### src/sia_pkg.sv
package sia_pkg;

    // Command codes from upstream controller
    localparam logic [3:0] CMD_DEACT_REQ = 4'h0;
    localparam logic [3:0] CMD_CLEAR = 4'h1;
    localparam logic [3:0] CMD_TEST_SINGLE = 4'h2;
    localparam logic [3:0] CMD_TEST_CONT = 4'h3;
    localparam logic [3:0] CMD_SYNC_LOST = 4'h4;
    localparam logic [3:0] CMD_ACT_REQ = 4'h8;
    localparam logic [3:0] CMD_ACT_REQ_LOOP = 4'hA;
    localparam logic [3:0] CMD_SWITCH_THROUGH = 4'hC;
    localparam logic [3:0] CMD_SWITCH_LOOP = 4'hE;
    localparam logic [3:0] CMD_DEACT_CONFIRM = 4'hF;

    // Indication codes towards upstream controller
    localparam logic [3:0] IND_INTERIM_WAIT = 4'h0;
    localparam logic [3:0] IND_RX_UNSYNCED = 4'h4;
    localparam logic [3:0] IND_ACT_REQ = 4'h8;
    localparam logic [3:0] IND_ILLEGAL_VIOLATION = 4'hB;
    localparam logic [3:0] IND_ACT_COMPLETE = 4'hC;
    localparam logic [3:0] IND_DEACT_DONE = 4'hF;

    // Transmit selections
    localparam logic [2:0] TX_INFO0 = 3'h0;
    localparam logic [2:0] TX_INFO2 = 3'h2;
    localparam logic [2:0] TX_TRANSPARENT = 3'h3;
    localparam logic [2:0] TX_INFO4 = 3'h4;
    localparam logic [2:0] TX_SINGLE_PULSE = 3'h5;
    localparam logic [2:0] TX_CONT_PULSE = 3'h6;

    // Timing: clock, line frame and timer lengths
    localparam int CLK_HZ = 125000000;
    localparam int FRAME_US = 250;
    localparam int FRAME_CYCLES = CLK_HZ / 1000000 * FRAME_US;
    localparam int INTERIM_MS = 8;
    localparam int RX_IDLE_MS = 16;
    localparam int DEACT_MAX_MS = 32;
    localparam int FRAMES_PER_MS = 1000 / FRAME_US;
    localparam logic [7:0] INTERIM_FRAMES = 8'(INTERIM_MS * FRAMES_PER_MS);
    localparam logic [7:0] RX_IDLE_FRAMES = 8'(RX_IDLE_MS * FRAMES_PER_MS);
    localparam logic [7:0] DEACT_MAX_FRAMES = 8'(DEACT_MAX_MS * FRAMES_PER_MS);
    // Continuous test: one-bit pulses at 96 kHz
    localparam int CONT_PULSE_HZ = 96000;
    localparam int CONT_PULSE_CYCLES = CLK_HZ / CONT_PULSE_HZ;

    // States, Gray coded along activation path
    typedef enum logic [3:0] {
        SIA_RESET = 4'h0,
        SIA_DEACT = 4'h1,
        SIA_LEVEL_DET = 4'h3,
        SIA_PEND_ACT = 4'h2,
        SIA_WAIT_SWITCH = 4'h6,
        SIA_ACTIVE = 4'h7,
        SIA_LOST_FRAME = 4'h5,
        SIA_LOST_UP = 4'h4,
        SIA_PEND_DEACT = 4'hC,
        SIA_WAIT_CONFIRM = 4'hD,
        SIA_TEST_SINGLE = 4'hF,
        SIA_TEST_CONT = 4'hE
    } sia_state_e;

    // Received line conditions
    typedef struct packed {
        logic info0; // Idle line
        logic info3; // INFO 3 received
        logic framed; // Receiver synchronous
        logic violation; // Illegal code violation seen
    } sia_rx_s;

    // Transmit control to line side
    typedef struct packed {
        logic [2:0] sel;
        logic pulse_pos; // Test pulse positive
        logic pulse_neg; // Test pulse negative
        logic loop_close; // Analog loop closed
        logic transparent; // B and D channels pass
    } sia_tx_s;

endpackage

### src/sia_activation_fsm.sv
`timescale 1ns/100ps
`default_nettype none
// How it works
// - Deactivated: output 0000 while level seen until 8 ms, else 1111.
// - Indication depends on state, plus level and timer when deactivated and mode in pending activation, repeated while state lasts.
// - Command codes decoded per table; NT adds 0100, 1100, 1110.
// - Clear command from any state: reset, send INFO 0, ignore line.
// - Violation indication 1011 only when its enable bit is set.
// - Test state entered from any non-test state, not test to test.
// - Single-pulse test sends isolated alternating pulses.
// - Continuous test sends back-to-back alternating pulses.
// - Deactivated sends nothing; activate by line level or command.
// - NT: level detected gives indication 1000, waits for activation command.
// - NT: activation or loop activation sends INFO 2, waits INFO 3.
// - NT: loop activation closes analog loop in pending activation.
// - NT: after INFO 3 keep INFO 2 until switch-through.
// - Switch-through: activated, INFO 4, transparent; 1110 closes loop.
// - Framing lost when activated: lost-framing state, indication 0100.
// - NT: sync-lost command when activated sends INFO 2.
// - Deactivation sends INFO 0; leave after 16 ms idle or 32 ms.
// - Then wait with 1111 until confirm returns to deactivated.
// - LT: level or activation command goes straight to pending activation.
// - LT: sync loss sends INFO 2; INFO 3 again resumes INFO 4.
// - Activation indication 1100 when synchronous and activated.
// - Hardware reset or clear gives reset state, indication 0000.
// - Single test one pulse per frame; continuous one-bit pulses 96 kHz.
// - B and D transparent only activated or forced code 011; else ones.
module sia_activation_fsm
    import sia_pkg::*;
(
    input wire logic clk_in,
    input wire logic reset_in,
    input wire logic nt_mode_in,
    input wire logic frame_strobe_in,
    input wire logic [3:0] cmd_code_in,
    input wire sia_rx_s rx_in,
    input wire logic illegal_violation_report_en_in,
    input wire logic sw_control_in,
    input wire logic [2:0] forced_tx_code_in,
    output logic [3:0] ind_code_out,
    output sia_tx_s tx_out,
    output logic frame_tick_out
);

    sia_state_e state_ff;
    sia_state_e nxt_state;
    logic [15:0] frame_cnt_ff;
    logic [7:0] timer_ff;
    logic [7:0] idle_cnt_ff;
    logic [15:0] pulse_cnt_ff;
    logic pulse_pol_ff;
    logic pulse_on_ff;
    logic violation_ff;
    logic [3:0] ind_ff;
    sia_tx_s tx_ff;
    logic [3:0] cmd_ff;
    logic frame_tick;
    logic cont_tick;
    logic cmd_take;
    logic state_change;

    // Frame divider: one-cycle enable every 250 us
    assign frame_tick = (frame_cnt_ff == 16'(FRAME_CYCLES - 1));
    assign cont_tick = (pulse_cnt_ff == 16'(CONT_PULSE_CYCLES - 1));
    assign frame_tick_out = frame_tick;

    always_ff @(posedge clk_in)
    begin
        if (reset_in || frame_tick)
            frame_cnt_ff <= 16'h0000;
        else
            frame_cnt_ff <= frame_cnt_ff + 16'h0001;
    end

    // Command sampled once per host frame; caller holds it every frame
    assign cmd_take = frame_strobe_in;

    always_ff @(posedge clk_in)
    begin
        if (reset_in)
            cmd_ff <= CMD_DEACT_CONFIRM;
        else if (cmd_take)
            cmd_ff <= cmd_code_in;
    end

    // Decoded commands; NT-only codes mode qualified
    wire cmd_valid = cmd_take;
    wire is_clear = cmd_valid && (cmd_code_in == CMD_CLEAR);
    wire is_test1 = cmd_valid && (cmd_code_in == CMD_TEST_SINGLE);
    wire is_test2 = cmd_valid && (cmd_code_in == CMD_TEST_CONT);
    wire is_deact = cmd_valid && (cmd_code_in == CMD_DEACT_REQ);
    wire is_ar = cmd_valid && (cmd_code_in == CMD_ACT_REQ);
    wire is_arl = cmd_valid && (cmd_code_in == CMD_ACT_REQ_LOOP);
    wire any_act_request = is_ar || is_arl;
    wire is_confirm = cmd_valid && (cmd_code_in == CMD_DEACT_CONFIRM);
    wire is_sync_lost = cmd_valid && nt_mode_in && (cmd_code_in == CMD_SYNC_LOST);
    wire switch_through_cmd = cmd_valid && nt_mode_in && (cmd_code_in == CMD_SWITCH_THROUGH);
    wire switch_through_loopback = cmd_valid && nt_mode_in && (cmd_code_in == CMD_SWITCH_LOOP);
    wire in_test = (state_ff == SIA_TEST_SINGLE) || (state_ff == SIA_TEST_CONT);
    // Line ignored while clear held
    wire clear_held = (cmd_ff == CMD_CLEAR);
    wire level_seen = !rx_in.info0 && !clear_held;
    wire timer_done_8 = (timer_ff >= INTERIM_FRAMES);
    wire timer_done_32 = (timer_ff >= DEACT_MAX_FRAMES);
    wire idle_done_16 = (idle_cnt_ff >= RX_IDLE_FRAMES);

    // Next state; clear wins, then test, then deactivation request, then per-state moves
    always_comb
    begin
        nxt_state = state_ff;
        if (is_clear)
            nxt_state = SIA_RESET;
        else if (is_test1 && !in_test)
            nxt_state = SIA_TEST_SINGLE;
        else if (is_test2 && !in_test)
            nxt_state = SIA_TEST_CONT;
        else if (is_deact && state_ff != SIA_WAIT_CONFIRM && state_ff != SIA_DEACT
                 && state_ff != SIA_LEVEL_DET)
            nxt_state = SIA_PEND_DEACT;
        else
        begin
            case (state_ff)
                SIA_RESET, SIA_TEST_SINGLE, SIA_TEST_CONT:
                    if (is_confirm)
                        nxt_state = SIA_DEACT;
                SIA_DEACT:
                    if (any_act_request)
                        nxt_state = SIA_PEND_ACT;
                    else if (level_seen)
                        nxt_state = nt_mode_in ? SIA_LEVEL_DET : SIA_PEND_ACT;
                SIA_LEVEL_DET:
                    if (any_act_request)
                        nxt_state = SIA_PEND_ACT;
                    else if (rx_in.info0)
                        nxt_state = SIA_DEACT;
                SIA_PEND_ACT:
                    if (rx_in.info3)
                        nxt_state = nt_mode_in ? SIA_WAIT_SWITCH : SIA_ACTIVE;
                SIA_WAIT_SWITCH:
                    if (switch_through_cmd || switch_through_loopback)
                        nxt_state = SIA_ACTIVE;
                SIA_ACTIVE:
                    if (is_sync_lost)
                        nxt_state = SIA_LOST_UP;
                    else if (!rx_in.framed)
                        nxt_state = SIA_LOST_FRAME;
                SIA_LOST_FRAME:
                    if (rx_in.info3 && rx_in.framed)
                        nxt_state = SIA_ACTIVE;
                SIA_LOST_UP:
                    if (switch_through_cmd || switch_through_loopback)
                        nxt_state = SIA_ACTIVE;
                SIA_PEND_DEACT:
                    if (idle_done_16 || timer_done_32)
                        nxt_state = SIA_WAIT_CONFIRM;
                SIA_WAIT_CONFIRM:
                    if (is_confirm)
                        nxt_state = SIA_DEACT;
                default:
                    nxt_state = SIA_RESET;
            endcase
        end
    end

    assign state_change = (nxt_state != state_ff);

    always_ff @(posedge clk_in)
    begin
        if (reset_in)
            state_ff <= SIA_RESET;
        else
            state_ff <= nxt_state;
    end

    // State timer in frames, restarted on each state entry
    always_ff @(posedge clk_in)
    begin
        if (reset_in || state_change)
            timer_ff <= 8'h00;
        else if (frame_tick && timer_ff != 8'hFF)
            timer_ff <= timer_ff + 8'h01;
    end

    // Continuous INFO 0 counter, restarted when idle begins
    always_ff @(posedge clk_in)
    begin
        if (reset_in || state_change || !rx_in.info0)
            idle_cnt_ff <= 8'h00;
        else if (frame_tick && idle_cnt_ff != 8'hFF)
            idle_cnt_ff <= idle_cnt_ff + 8'h01;
    end

    // Test pulse timing: single per frame, continuous at 96 kHz
    always_ff @(posedge clk_in)
    begin
        if (reset_in || cont_tick)
            pulse_cnt_ff <= 16'h0000;
        else
            pulse_cnt_ff <= pulse_cnt_ff + 16'h0001;
    end

    wire single_slot = (state_ff == SIA_TEST_SINGLE) && frame_tick;
    wire cont_slot = (state_ff == SIA_TEST_CONT) && cont_tick;

    always_ff @(posedge clk_in)
    begin
        if (reset_in || !in_test)
        begin
            pulse_pol_ff <= 1'b0;
            pulse_on_ff <= 1'b0;
        end
        else if (single_slot || cont_slot)
        begin
            pulse_pol_ff <= !pulse_pol_ff;
            pulse_on_ff <= 1'b1;
        end
        else if (state_ff == SIA_TEST_SINGLE && cont_tick)
            pulse_on_ff <= 1'b0; // One bit wide, then gap
    end

    // Violation seen this frame; a new violation beats the frame clear
    always_ff @(posedge clk_in)
    begin
        if (reset_in)
            violation_ff <= 1'b0;
        else if (rx_in.violation && illegal_violation_report_en_in)
            violation_ff <= 1'b1;
        else if (frame_tick)
            violation_ff <= 1'b0;
    end

    // Indication: per state, plus level and timer when deactivated and mode in pending activation; violation overrides when enabled
    logic [3:0] ind_sel;
    always_comb
    begin
        case (state_ff)
            SIA_RESET: ind_sel = IND_INTERIM_WAIT;
            SIA_DEACT: ind_sel = (level_seen && !timer_done_8) ? IND_INTERIM_WAIT : IND_DEACT_DONE;
            SIA_LEVEL_DET: ind_sel = IND_ACT_REQ;
            SIA_PEND_ACT: ind_sel = nt_mode_in ? IND_ACT_REQ : IND_RX_UNSYNCED;
            SIA_WAIT_SWITCH: ind_sel = IND_ACT_COMPLETE;
            SIA_ACTIVE: ind_sel = IND_ACT_COMPLETE;
            SIA_LOST_FRAME: ind_sel = IND_RX_UNSYNCED;
            SIA_LOST_UP: ind_sel = IND_ACT_COMPLETE;
            SIA_PEND_DEACT: ind_sel = IND_INTERIM_WAIT;
            SIA_WAIT_CONFIRM: ind_sel = IND_DEACT_DONE;
            SIA_TEST_SINGLE: ind_sel = IND_INTERIM_WAIT;
            SIA_TEST_CONT: ind_sel = IND_INTERIM_WAIT;
            default: ind_sel = IND_INTERIM_WAIT;
        endcase
    end

    // Enable gates the output too, so clearing it mid-frame takes effect on the next clock edge
    wire violation_shown = violation_ff && illegal_violation_report_en_in;
    wire [3:0] ind_final = violation_shown ? IND_ILLEGAL_VIOLATION : ind_sel;

    // Transmit selection per state; forced code 011 opens data path
    logic [2:0] tx_sel;
    always_comb
    begin
        case (state_ff)
            SIA_PEND_ACT, SIA_WAIT_SWITCH, SIA_LOST_FRAME, SIA_LOST_UP: tx_sel = TX_INFO2;
            SIA_ACTIVE: tx_sel = TX_INFO4;
            SIA_TEST_SINGLE: tx_sel = TX_SINGLE_PULSE;
            SIA_TEST_CONT: tx_sel = TX_CONT_PULSE;
            default: tx_sel = TX_INFO0;
        endcase
    end

    wire forced_open = sw_control_in && (forced_tx_code_in == TX_TRANSPARENT);
    wire loop_now = (state_ff == SIA_PEND_ACT && cmd_ff == CMD_ACT_REQ_LOOP)
                    || (state_ff == SIA_ACTIVE && cmd_ff == CMD_SWITCH_LOOP && nt_mode_in);

    // Registered outputs
    always_ff @(posedge clk_in)
    begin
        if (reset_in)
        begin
            ind_ff <= IND_INTERIM_WAIT;
            tx_ff <= '0;
        end
        else
        begin
            ind_ff <= ind_final;
            tx_ff.sel <= tx_sel;
            tx_ff.pulse_pos <= in_test && pulse_on_ff && pulse_pol_ff;
            tx_ff.pulse_neg <= in_test && pulse_on_ff && !pulse_pol_ff;
            tx_ff.loop_close <= loop_now;
            tx_ff.transparent <= (state_ff == SIA_ACTIVE) || forced_open;
        end
    end

    assign ind_code_out = ind_ff;
    assign tx_out = tx_ff;

endmodule // sia_activation_fsm
`default_nettype wire

### config.mk
export PLATFORM = sky130hd
export DESIGN_NAME = sia_activation_fsm
export DESIGN_NICKNAME = d
export VERILOG_FILES = /design/src/sia_pkg.sv /design/src/sia_activation_fsm.sv
export SDC_FILE = /design/constraint.sdc
export NUM_CORES = 1
export LEC_CHECK = 0
export ABC_CLOCK_PERIOD_IN_PS = 2170
export BUFFER_PORTS_ARGS = -buffer_cell sky130_fd_sc_hd__buf_2
export CAP_MARGIN = 30
export CORE_UTILIZATION = 31
export CTS_BUF_LIST = sky130_fd_sc_hd__clkbuf_2
export DETAILED_ROUTE_END_ITERATION = 10
export PLACE_DENSITY = 0.52
export REMOVE_ABC_BUFFERS = 1
export SETUP_SLACK_MARGIN = 0.3
export SYNTH_ARGS = -nofsm -noshare
export SYNTH_HDL_FRONTEND = slang
export SYNTH_SLANG_ARGS = --single-unit
### constraint.sdc
create_clock -name clk_in -period 2.17 [get_ports clk_in]
set_input_delay 0.1085 -clock clk_in [delete_from_list [all_inputs] [get_ports clk_in]]
set_output_delay 0.1085 -clock clk_in [all_outputs]
set_load 0.05 [all_outputs]
# --- Word level (Yosys, flattened, before mapping) ---
# Cells that the tools add are included.
op_classes:
  add_sub_neg: 4
  mux: 27
  n_lt_le_gt_ge: 3
  reduce_logical: 59
  eq_ne: 32
op_table:
  columns: ["op", "n"]
  rows:
  - ["$mux 4", 18]
  - ["$eq 4x4->1 const B", 11]
  - ["$logic_and 1x1->1", 33]
  - ["$add 16x1->16 const B", 2]
  - ["$pmux 4 s8", 1]
  - ["$pmux 4 s6", 1]
  - ["$eq 4x3->1 const B", 5]
  - ["$add 8x1->8 const B", 2]
  - ["$eq 16x11->1 const B", 1]
  - ["$eq 16x15->1 const B", 1]
  - ["$eq 4x2->1 const B", 4]
  - ["$ne 8x8->1 const B", 2]
  - ["$eq 4x1->1 const B", 3]
  - ["$logic_or 1x1->1", 12]
  - ["$pmux 3 s4", 1]
  - ["$ge 8x6->1 const B", 1]
  - ["$ge 8x7->1 const B", 1]
  - ["$ge 8x8->1 const B", 1]
  - ["$logic_not 4->1", 2]
  - ["$reduce_or 4->1", 2]
  - ["$mux 1", 6]
  - ["$logic_not 1->1", 5]
  - ["$ne 4x1->1 const B", 1]
  - ["$ne 4x2->1 const B", 1]
  - ["6 further kinds", 8]
totals:
  regBits: 70
  in_bits: 17
  wordCells: 141
  output_inout_bits: 12

# --- Logic depth before layout (Yosys ltp) ---
# Gate-level depths: netlist of run 1.
depth:
  ltp_word: 13
  mapped_depth: 10
  depth_no_buf: 9

# --- Least setup slack after synthesis of run 1 ---
# No wires, ideal clock.
synth_path:
  path_type: "register to register"
  start: "register frame_cnt_ff[0]"
  end: "register pulse_pol_ff"
  path_stages_with_launch: 10
  path_slack_ns: -0.198
  path_buffers: 1
  arrival_ns: 2.236
  setup_time_ns: 0.132
  period_less_slack_ns: 2.368
  required_ns: 2.038
  cell_sequence: "dfxtp_1 -> ha_1 -> or3b_2 -> or4_4 -> buf_6 -> inv_1 -> nand2_1 -> o21ai_0 -> xnor2_1 -> nor3_1"
synth_between:
  elab_chain_len: 3
synth_rtl:
  columns: ["item", "line_no", "rtl"]
  rows:
  - ["start: declaration", "sia_activation_fsm.sv:47", "logic [15:0] frame_cnt_ff;"]
  - ["start signal: assignment", "sia_activation_fsm.sv:72", "frame_cnt_ff <= frame_cnt_ff + 16'h0001;"]
  - ["$eq 16x15->1", "sia_activation_fsm.sv:63", "assign frame_tick = (frame_cnt_ff == 16'(FRAME_CYCLES - 1));"]
  - ["via frame_tick_out", "sia_activation_fsm.sv:42", "output logic frame_tick_out"]
  - ["$logic_and 1x1->1", "sia_activation_fsm.sv:202", "wire single_slot = (state_ff == SIA_TEST_SINGLE) && frame_tick;"]
  - ["$logic_or 1x1->1", "sia_activation_fsm.sv:212", "else if (single_slot || cont_slot)"]
  - ["end signal: assignment", "sia_activation_fsm.sv:214", "pulse_pol_ff <= !pulse_pol_ff;"]
  - ["end: declaration", "sia_activation_fsm.sv:51", "logic pulse_pol_ff;"]
# The timed path passes the listed nets, and every way through them passes these cells.
# A chain may end at the register's enable or synchronous reset.

# --- Worst setup path after layout of run 1 ---
layout_path:
  start: "register frame_cnt_ff[5]"
  end: "output frame_tick_out"
layout_between:
  elab_chain_len: 1
layout_rtl:
  columns: ["item", "line_no"]
  rows:
  - ["$eq 16x15->1", "sia_activation_fsm.sv:63"]
  - ["end: declaration", "sia_activation_fsm.sv:42"]
# Every way passes these cells.

==> results.sh, run 1 <==
export IMPL_synth_mux_area_fraction=0.00576
export IMPL_dr_pass1_iters=7
export IMPL_reg2reg_slack_ns=-0.30
export IMPL_wl_per_cell_um=13.9
export IMPL_topRoutingLayerUsed="met4"
export IMPL_p_leak_nw=1.82
export IMPL_fmax_mhz=405
export IMPL_status="finished with violations"
export IMPL_final_antenna_net_count=0
export IMPL_crit_family="simple AND/OR/NAND/NOR gates"
export IMPL_finalCritPeriodShare=1.14
export IMPL_hpwl_um=6270
export IMPL_switching_power_mw=0.805
export IMPL_rsz0062_at_grt="true"
export IMPL_maxCapViolCount=0
export IMPL_place_gp_congestion=0.851
export IMPL_ioPinCount=29
export IMPL_ys_types=68
export IMPL_syn_area_mm2=0.00369
export IMPL_synth_compound_area_share=0.115
export IMPL_clkPwrFrac=0.259
export IMPL_synth_xor_area_share=0.104
export IMPL_area_delta_synth_final_pct=30.3
export IMPL_rows=39
export IMPL_die_area_mm2=0.0124
export IMPL_htree_levels=3
export IMPL_diodes=0
export IMPL_crit_fanout=3
export IMPL_vdd_drop_max_mv=0.396
export IMPL_p_per_area_mw_per_mm2=513
export IMPL_synth_edf_count=0
export IMPL_setup_slack_ns=-0.300
export IMPL_r2r_start="frame_cnt_ff[5]"
export IMPL_reg2reg_to="timer_ff[7]"
export IMPL_internal_power_mw=1.66
export IMPL_synth_simple_area_share=0.331
export IMPL_cts_buffer_depth=2
export IMPL_worstPathArrival_ns=2.36
export IMPL_ys_warnings_count=0
export IMPL_clk_latency_ns=0.52
export IMPL_cts_buffers=9
export IMPL_worst_pin_slew_ns=0.989
export IMPL_timing_slew_headroom=0.338
export IMPL_nets=535
export IMPL_utilization=0.418
export IMPL_drv_slew=0
export IMPL_antenna_found_initial=0
export IMPL_fin_crit_ns=2.47
export IMPL_p_sw_frac=0.326
export IMPL_hp_class="in2reg"
export IMPL_grt_overflow=0
export IMPL_cp_required_ns=2.06
export IMPL_crit_path_end_kind="output pin"
export IMPL_place_area_mm2=0.00427
export IMPL_route_detailed_drc=6
export IMPL_avgSynthCellArea_um2=8.55
export IMPL_initial_core_util=0.321
export IMPL_ys_seq_area_frac=0.374
export IMPL_drt_first_iter_violations=191
export IMPL_synth_fa_ha_area_frac=0.0237
export IMPL_cts_sinks=69
export IMPL_die_w_um=111
export IMPL_hold_viol=0
export IMPL_grt_usage=0.151
export IMPL_synthCells=432
export IMPL_synth_top_family_by_area="simple AND/OR/NAND/NOR gates"
export IMPL_crit_top_cell="buf_6"
export IMPL_ys_seq_elements=69
export IMPL_p_seq_frac=0.540
export IMPL_min_to="state_ff[0]"
export IMPL_p_comb_frac=0.201
export IMPL_min_path_cells=5
export IMPL_violations="design-rule violations, negative setup slack"
export IMPL_crit_type="reg2out"
export IMPL_path_clk_slew_ns=0.20
export IMPL_crit_chain="or4b_1 -> or4_4 -> buf_6 -> inv_4 -> buf_6 -> buf_8"
export IMPL_crit_buf_inv=4
export IMPL_io_buffer_count=28
export IMPL_drive_above_1_share=0.287
export IMPL_synth_top_flop_cell="dfxtp_1"
export IMPL_grt_max_degree=22
export IMPL_dr_total_vias=3388
export IMPL_final_cells=659
export IMPL_placeableCoreArea_mm2=0.0115
export IMPL_dp_cells=623
export IMPL_setup_violations=17
export IMPL_max_stage_delay_ns=0.56
export IMPL_drt_total_wl_um=9170
export IMPL_cp_slowest_cell="or4_4"
export IMPL_dp_slack_ns=-0.166
export IMPL_finalClockSkew_ns=0.0167
export IMPL_grt_pass1_wl_um=15300
export IMPL_die_h_um=111
export IMPL_synthArstFlopShare=0
export IMPL_wl_met3_um=482
export IMPL_hp_start="cmd_code_in[0]"
export IMPL_cts_tree="yes"
export IMPL_cp_start_kind="flop"
export IMPL_wl_met1_um=4280
export IMPL_rr_worst_depth=7
export IMPL_grt_pass1_vias=3363
export IMPL_route_met2_wl_um=4290
export IMPL_clockRootBuffer="clkbuf_2"
export IMPL_fin_area_mm2=0.00481
export IMPL_viasPerCell=5.14
cell type report:
cell class | instances | area [µm²]
clock buffers | 10 | 50.0
clock inverters | 6 | 40.0
fillers | 1160 | 6710
inverters | 14 | 55.1
multi-input cells | 325 | 2350
flip-flops and latches | 69 | 1400
well taps | 143 | 179
repair buffers | 92 | 732
sequential cells by signal, summed over array words and instances (netlist names), 3 cells and up:
| name | cells |
|---|---|
| cmd_ff | 4 |
| idle_cnt_ff | 8 |
| frame_cnt_ff | 16 |
| timer_ff | 8 |
| pulse_cnt_ff | 16 |
| ind_code_out | 3 |
| tx_out | 7 |
| state_ff | 4 |
worst max-delay path by stage:
| stage | startpoint | endpoint | slack (ns) | cells past startpoint |
|---|---|---|---|---|
| floorplan | state_ff[2] | idle_cnt_ff[0] | -0.51 | 6 |
| global placement | frame_cnt_ff[10] | timer_ff[7] | -0.12 | 6 |
| detailed placement | frame_cnt_ff[10] | timer_ff[7] | -0.17 | 6 |
| CTS | frame_cnt_ff[1] | frame_tick_out | -0.35 | 8 |
| global route | frame_cnt_ff[5] | frame_tick_out | -0.40 | 6 |
| finish | frame_cnt_ff[5] | frame_tick_out | -0.30 | 6 |
cell usage after synthesis (all sizes together) (5+ instances only):
library cell | number | area (µm²)
xnor2 | 18 | 158
a211oi | 5 | 42.5
dfxtp | 69 | 1380
xor2 | 26 | 228
nand4 | 11 | 68.8
and3 | 9 | 56.3
nor4 | 21 | 196
ha | 7 | 87.6
clkbuf | 10 | 37.5
nand2 | 34 | 128
nand2b | 6 | 37.5
nor2 | 61 | 229
nor3 | 10 | 50.1
nor2b | 6 | 37.5
nand3 | 24 | 125
buf | 14 | 78.8
o21ai | 7 | 35.0
inv | 13 | 48.8
or4 | 5 | 41.3
a21oi | 12 | 60.1
nand4b | 5 | 43.8
metrics by stage:
step | hold WS (ns) | power [mW] | setup TNS, ns
after global placement | 0.385 | 1.80 | -0.945
after detailed placement | 0.387 | 1.80 | -1.65
after global routing | 0.0432 | 2.60 | -5.41
after floorplan | 0.178 | 1.59 | -8.14
after CTS | 0.0342 | 2.49 | -4.04
final | 0.0651 | 2.47 | -3.36
placed cells by master, fill, tap and decap left out, types with 6 or more instances in the layout:
cell type	n
ha_1	7
inv_1	11
dfxtp_2	6
nand3_1	23
nand2_1	34
and3_1	9
nor2b_1	6
nand4_1	11
nor2_4	8
xor2_1	26
a21oi_1	12
buf_4	39
dfxtp_1	60
dlygate4sd3_1	15
nor2_1	52
nor4_2	12
xnor2_1	17
buf_2	27
o21ai_0	6
nor3_1	9
buf_6	7
clkbuf_2	10
layer usage:
layer	global-route usage	up-vias
li1	-	1706
met3	0.0372	16
met1	0.185	1600
met2	0.259	66
met5	0	-
met4	0.0523	0
cells by family (layout without fill, tap and decap cells):
logic type | count (synthesis) | after routing
buffers and inverters | 38 | 122
and+or+nand+nor | 216 | 216
xor gates and xnor gates | 44 | 44
adders and majority gates | 7 | 7
AOI/OAI and AO/OA | 56 | 56
muxes | 2 | 2
DFF | 69 | 69
what timing repair did:
| item | CTS | global route |
|---|---|---|
| pin swaps | 2 | 6 |
| setup buffers | 2 | 2 |
| gates resized for setup | 42 | 25 |
| hold buffers | 15 | 0 |
| hold endpoints to repair | 21 | 0 |
| cloned | 0 | 1 |
| endpoints found under the setup margin | 41 | 56 |
power groups by stage:
stage	logic, mW	clock network (mW)	registers [mW]
global placement	0.440	0	1.36
CTS	0.476	0.680	1.33
finish	0.495	0.639	1.33
detailed placement	0.441	0	1.36
global route	0.532	0.730	1.34
floorplan	0.202	0	1.39
worst register-to-register path, stage by stage, from the launching register on:
cell and delay (ns):
dfxtp_1 0.35, or4b_1 0.52, or4_4 0.56, buf_6 0.18
a41oi_4 0.29, nand3_2 0.11, xor2_1 0.17, nor4_4 0.21
(Power assumes the default switching activity.)
==> run 2, diff against run 1 <==
- BUFFER_PORTS_ARGS: -buffer_cell sky130_fd_sc_hd__buf_2 -> -buffer_cell sky130_fd_sc_hd__buf_4
==> run 2 against run 1 <==
The flow still finishes with violations (design-rule violations, negative setup slack). Clock-buffer cell count did not move. Flip-flop and latch count did not move. Cell area rose by 0.86%. First-iteration DRC count fell by 9.4%. Clock power fell by 12%. Clock skew fell by 0.0059 ns. Fmax rose by 0.18%. Largest power group unchanged.
==> results.sh, run 2 (synthesis gave the netlist of run 1 again) <==
export IMPL_cp_required_ns=2.60
export IMPL_die_w_um=111
export IMPL_ioPinCount=29
export IMPL_die_h_um=111
export IMPL_crit_fanout=8
export IMPL_drt_first_iter_violations=173
export IMPL_cts_buffers=9
export IMPL_diodes=0
export IMPL_setup_slack_ns=-0.295
export IMPL_route_met2_wl_um=4350
export IMPL_dr_pass1_iters=7
export IMPL_topRoutingLayerUsed="met4"
export IMPL_timing_slew_headroom=0.272
export IMPL_n_fill_cell=1154
export IMPL_crit_chain="or4b_1 -> or4_4 -> buf_12 -> a41oi_4 -> nand3_2 -> xor2_1 -> nor4_4"
export IMPL_p_leak_nw=1.84
export IMPL_route_detailed_drc=6
export IMPL_initial_core_util=0.321
export IMPL_nets=541
export IMPL_rsz0062_at_grt="true"
export IMPL_cp_slowest_cell="or4_4"
export IMPL_drv_slew=0
export IMPL_multi_input_area_mm2=0.00227
export IMPL_io_buffer_count=28
export IMPL_antenna_found_initial=0
export IMPL_final_antenna_net_count=0
export IMPL_drive_above_1_share=0.265
export IMPL_fin_crit_ns=2.47
export IMPL_hpwl_um=6350
export IMPL_cts_buffer_depth=2
export IMPL_wl_met3_um=322
export IMPL_p_per_area_mw_per_mm2=496
export IMPL_clockRootBuffer="clkbuf_2"
export IMPL_finalCritPeriodShare=1.14
export IMPL_worstPathArrival_ns=2.90
export IMPL_path_clk_slew_ns=0.18
export IMPL_rows=39
export IMPL_hold_ws_ns=0.0567
export IMPL_wl_met1_um=4440
export IMPL_regArea_mm2=0.00140
export IMPL_place_gp_congestion=0.847
export IMPL_hp_class="in2reg"
export IMPL_dr_total_vias=3381
export IMPL_grt_pass1_vias=3272
export IMPL_most_common_layout_cells="68 x buf_4, 62 x dfxtp_1, 57 x nor2_1"
export IMPL_maxCapViolCount=0
export IMPL_grt_overflow=0
export IMPL_cts_sinks=69
export IMPL_placeableCoreArea_mm2=0.0115
export IMPL_die_area_mm2=0.0124
export IMPL_dp_cells=625
export IMPL_layout_commonest_cell="buf_4"
export IMPL_setup_violations=33
export IMPL_max_stage_delay_ns=0.57
export IMPL_hold_viol=0
export IMPL_grt_pass1_wl_um=15700
export IMPL_cp_start_kind="flop"
export IMPL_grt_usage=0.157
export IMPL_final_cells=663
export IMPL_clk_latency_ns=0.51
export IMPL_drt_total_wl_um=9270
export IMPL_finalClockSkew_ns=0.0108
export IMPL_status="finished with violations"
export IMPL_reg_top3="frame_cnt_ff: 16 flops, pulse_cnt_ff: 16 flops"
export IMPL_htree_levels=3
export IMPL_vdd_drop_max_mv=0.273
export IMPL_viasPerCell=5.10
export IMPL_crit_path_end_kind="flop"
export IMPL_worst_pin_slew_ns=1.09
export IMPL_grt_max_degree=23
export IMPL_fmax_mhz=406
export IMPL_wl_per_cell_um=14.0
export IMPL_violations="design-rule violations, negative setup slack"
export IMPL_cts_tree="yes"
export IMPL_crit_type="reg2reg"
export IMPL_area_delta_synth_final_pct=31.4
==> run 2: path summary, 6_finish.rpt <==
| check | from | endpoint | slack [ns] | cells after the start |
|---|---|---|---|---|
| worst min register to register | pulse_on_ff | tx_out[2] | 0.46 | 2 |
| worst max register to register | frame_cnt_ff[10] | timer_ff[7] | -0.30 | 7 |
| worst min-delay path | nt_mode_in | ind_code_out[3] | 0.06 | 4 |
| worst max-delay path | frame_cnt_ff[10] | timer_ff[7] | -0.30 | 7 |
==> run 2: what timing repair did <==
item	CTS	global route
pin swaps	14	6
hold buffers	18	0
cloned	1	1
buffers inserted	3	1
gates resized for setup	29	22
setup endpoints to repair	38	56
hold endpoints to repair	26	0
==> run 2: where the power goes <==
group | internal, mW | total [mW] | leakage [nW] | switching, mW
logic | 0.228 | 0.509 | 1.22 | 0.282
registers | 1.30 | 1.33 | 0.563 | 0.0343
clock network | 0.132 | 0.563 | 0.0525 | 0.430
total | 1.66 | 2.40 | 1.84 | 0.746
==> run 2: metal layers <==
metal  up-vias  global-route usage
met5         -                   0
met1      1588               0.197
met3        16              0.0388
met2        63               0.260
met4         0              0.0559
li1       1714                   -
==> run 2: critical path: cells and delay by family (launching register included) <==
kind	cells	cell delay, ns
AOI/OAI and AO/OA	1	0.29
xor gates and xnor gates	1	0.17
buffers and inverters	1	0.17
DFF	1	0.34
and+or+nand+nor	4	1.40
==> run 2: final cells by class <==
cell class / count / area share
well taps: 143 / 0.0369
inverters: 14 / 0.0113
multi-input cells: 325 / 0.468
flip-flops and latches: 69 / 0.288
clock inverters: 4 / 0.00361
clock buffers: 10 / 0.0103
repair buffers: 98 / 0.182
==> run 2: stage by stage <==
step,total power [mW],utilization,instance area (µm²),setup slack (ns),TNS [ns]
5_1_grt,2.55,0.421,4850,-0.413,-7.97
6_report,2.40,0.421,4850,-0.295,-4.68
3_3_place_gp,1.81,0.378,4360,-0.125,-0.919
3_5_place_dp,1.81,0.378,4360,-0.161,-1.48
2_1_floorplan,1.59,-,3580,-0.505,-8.14
4_1_cts,2.43,0.413,4750,-0.319,-5.34
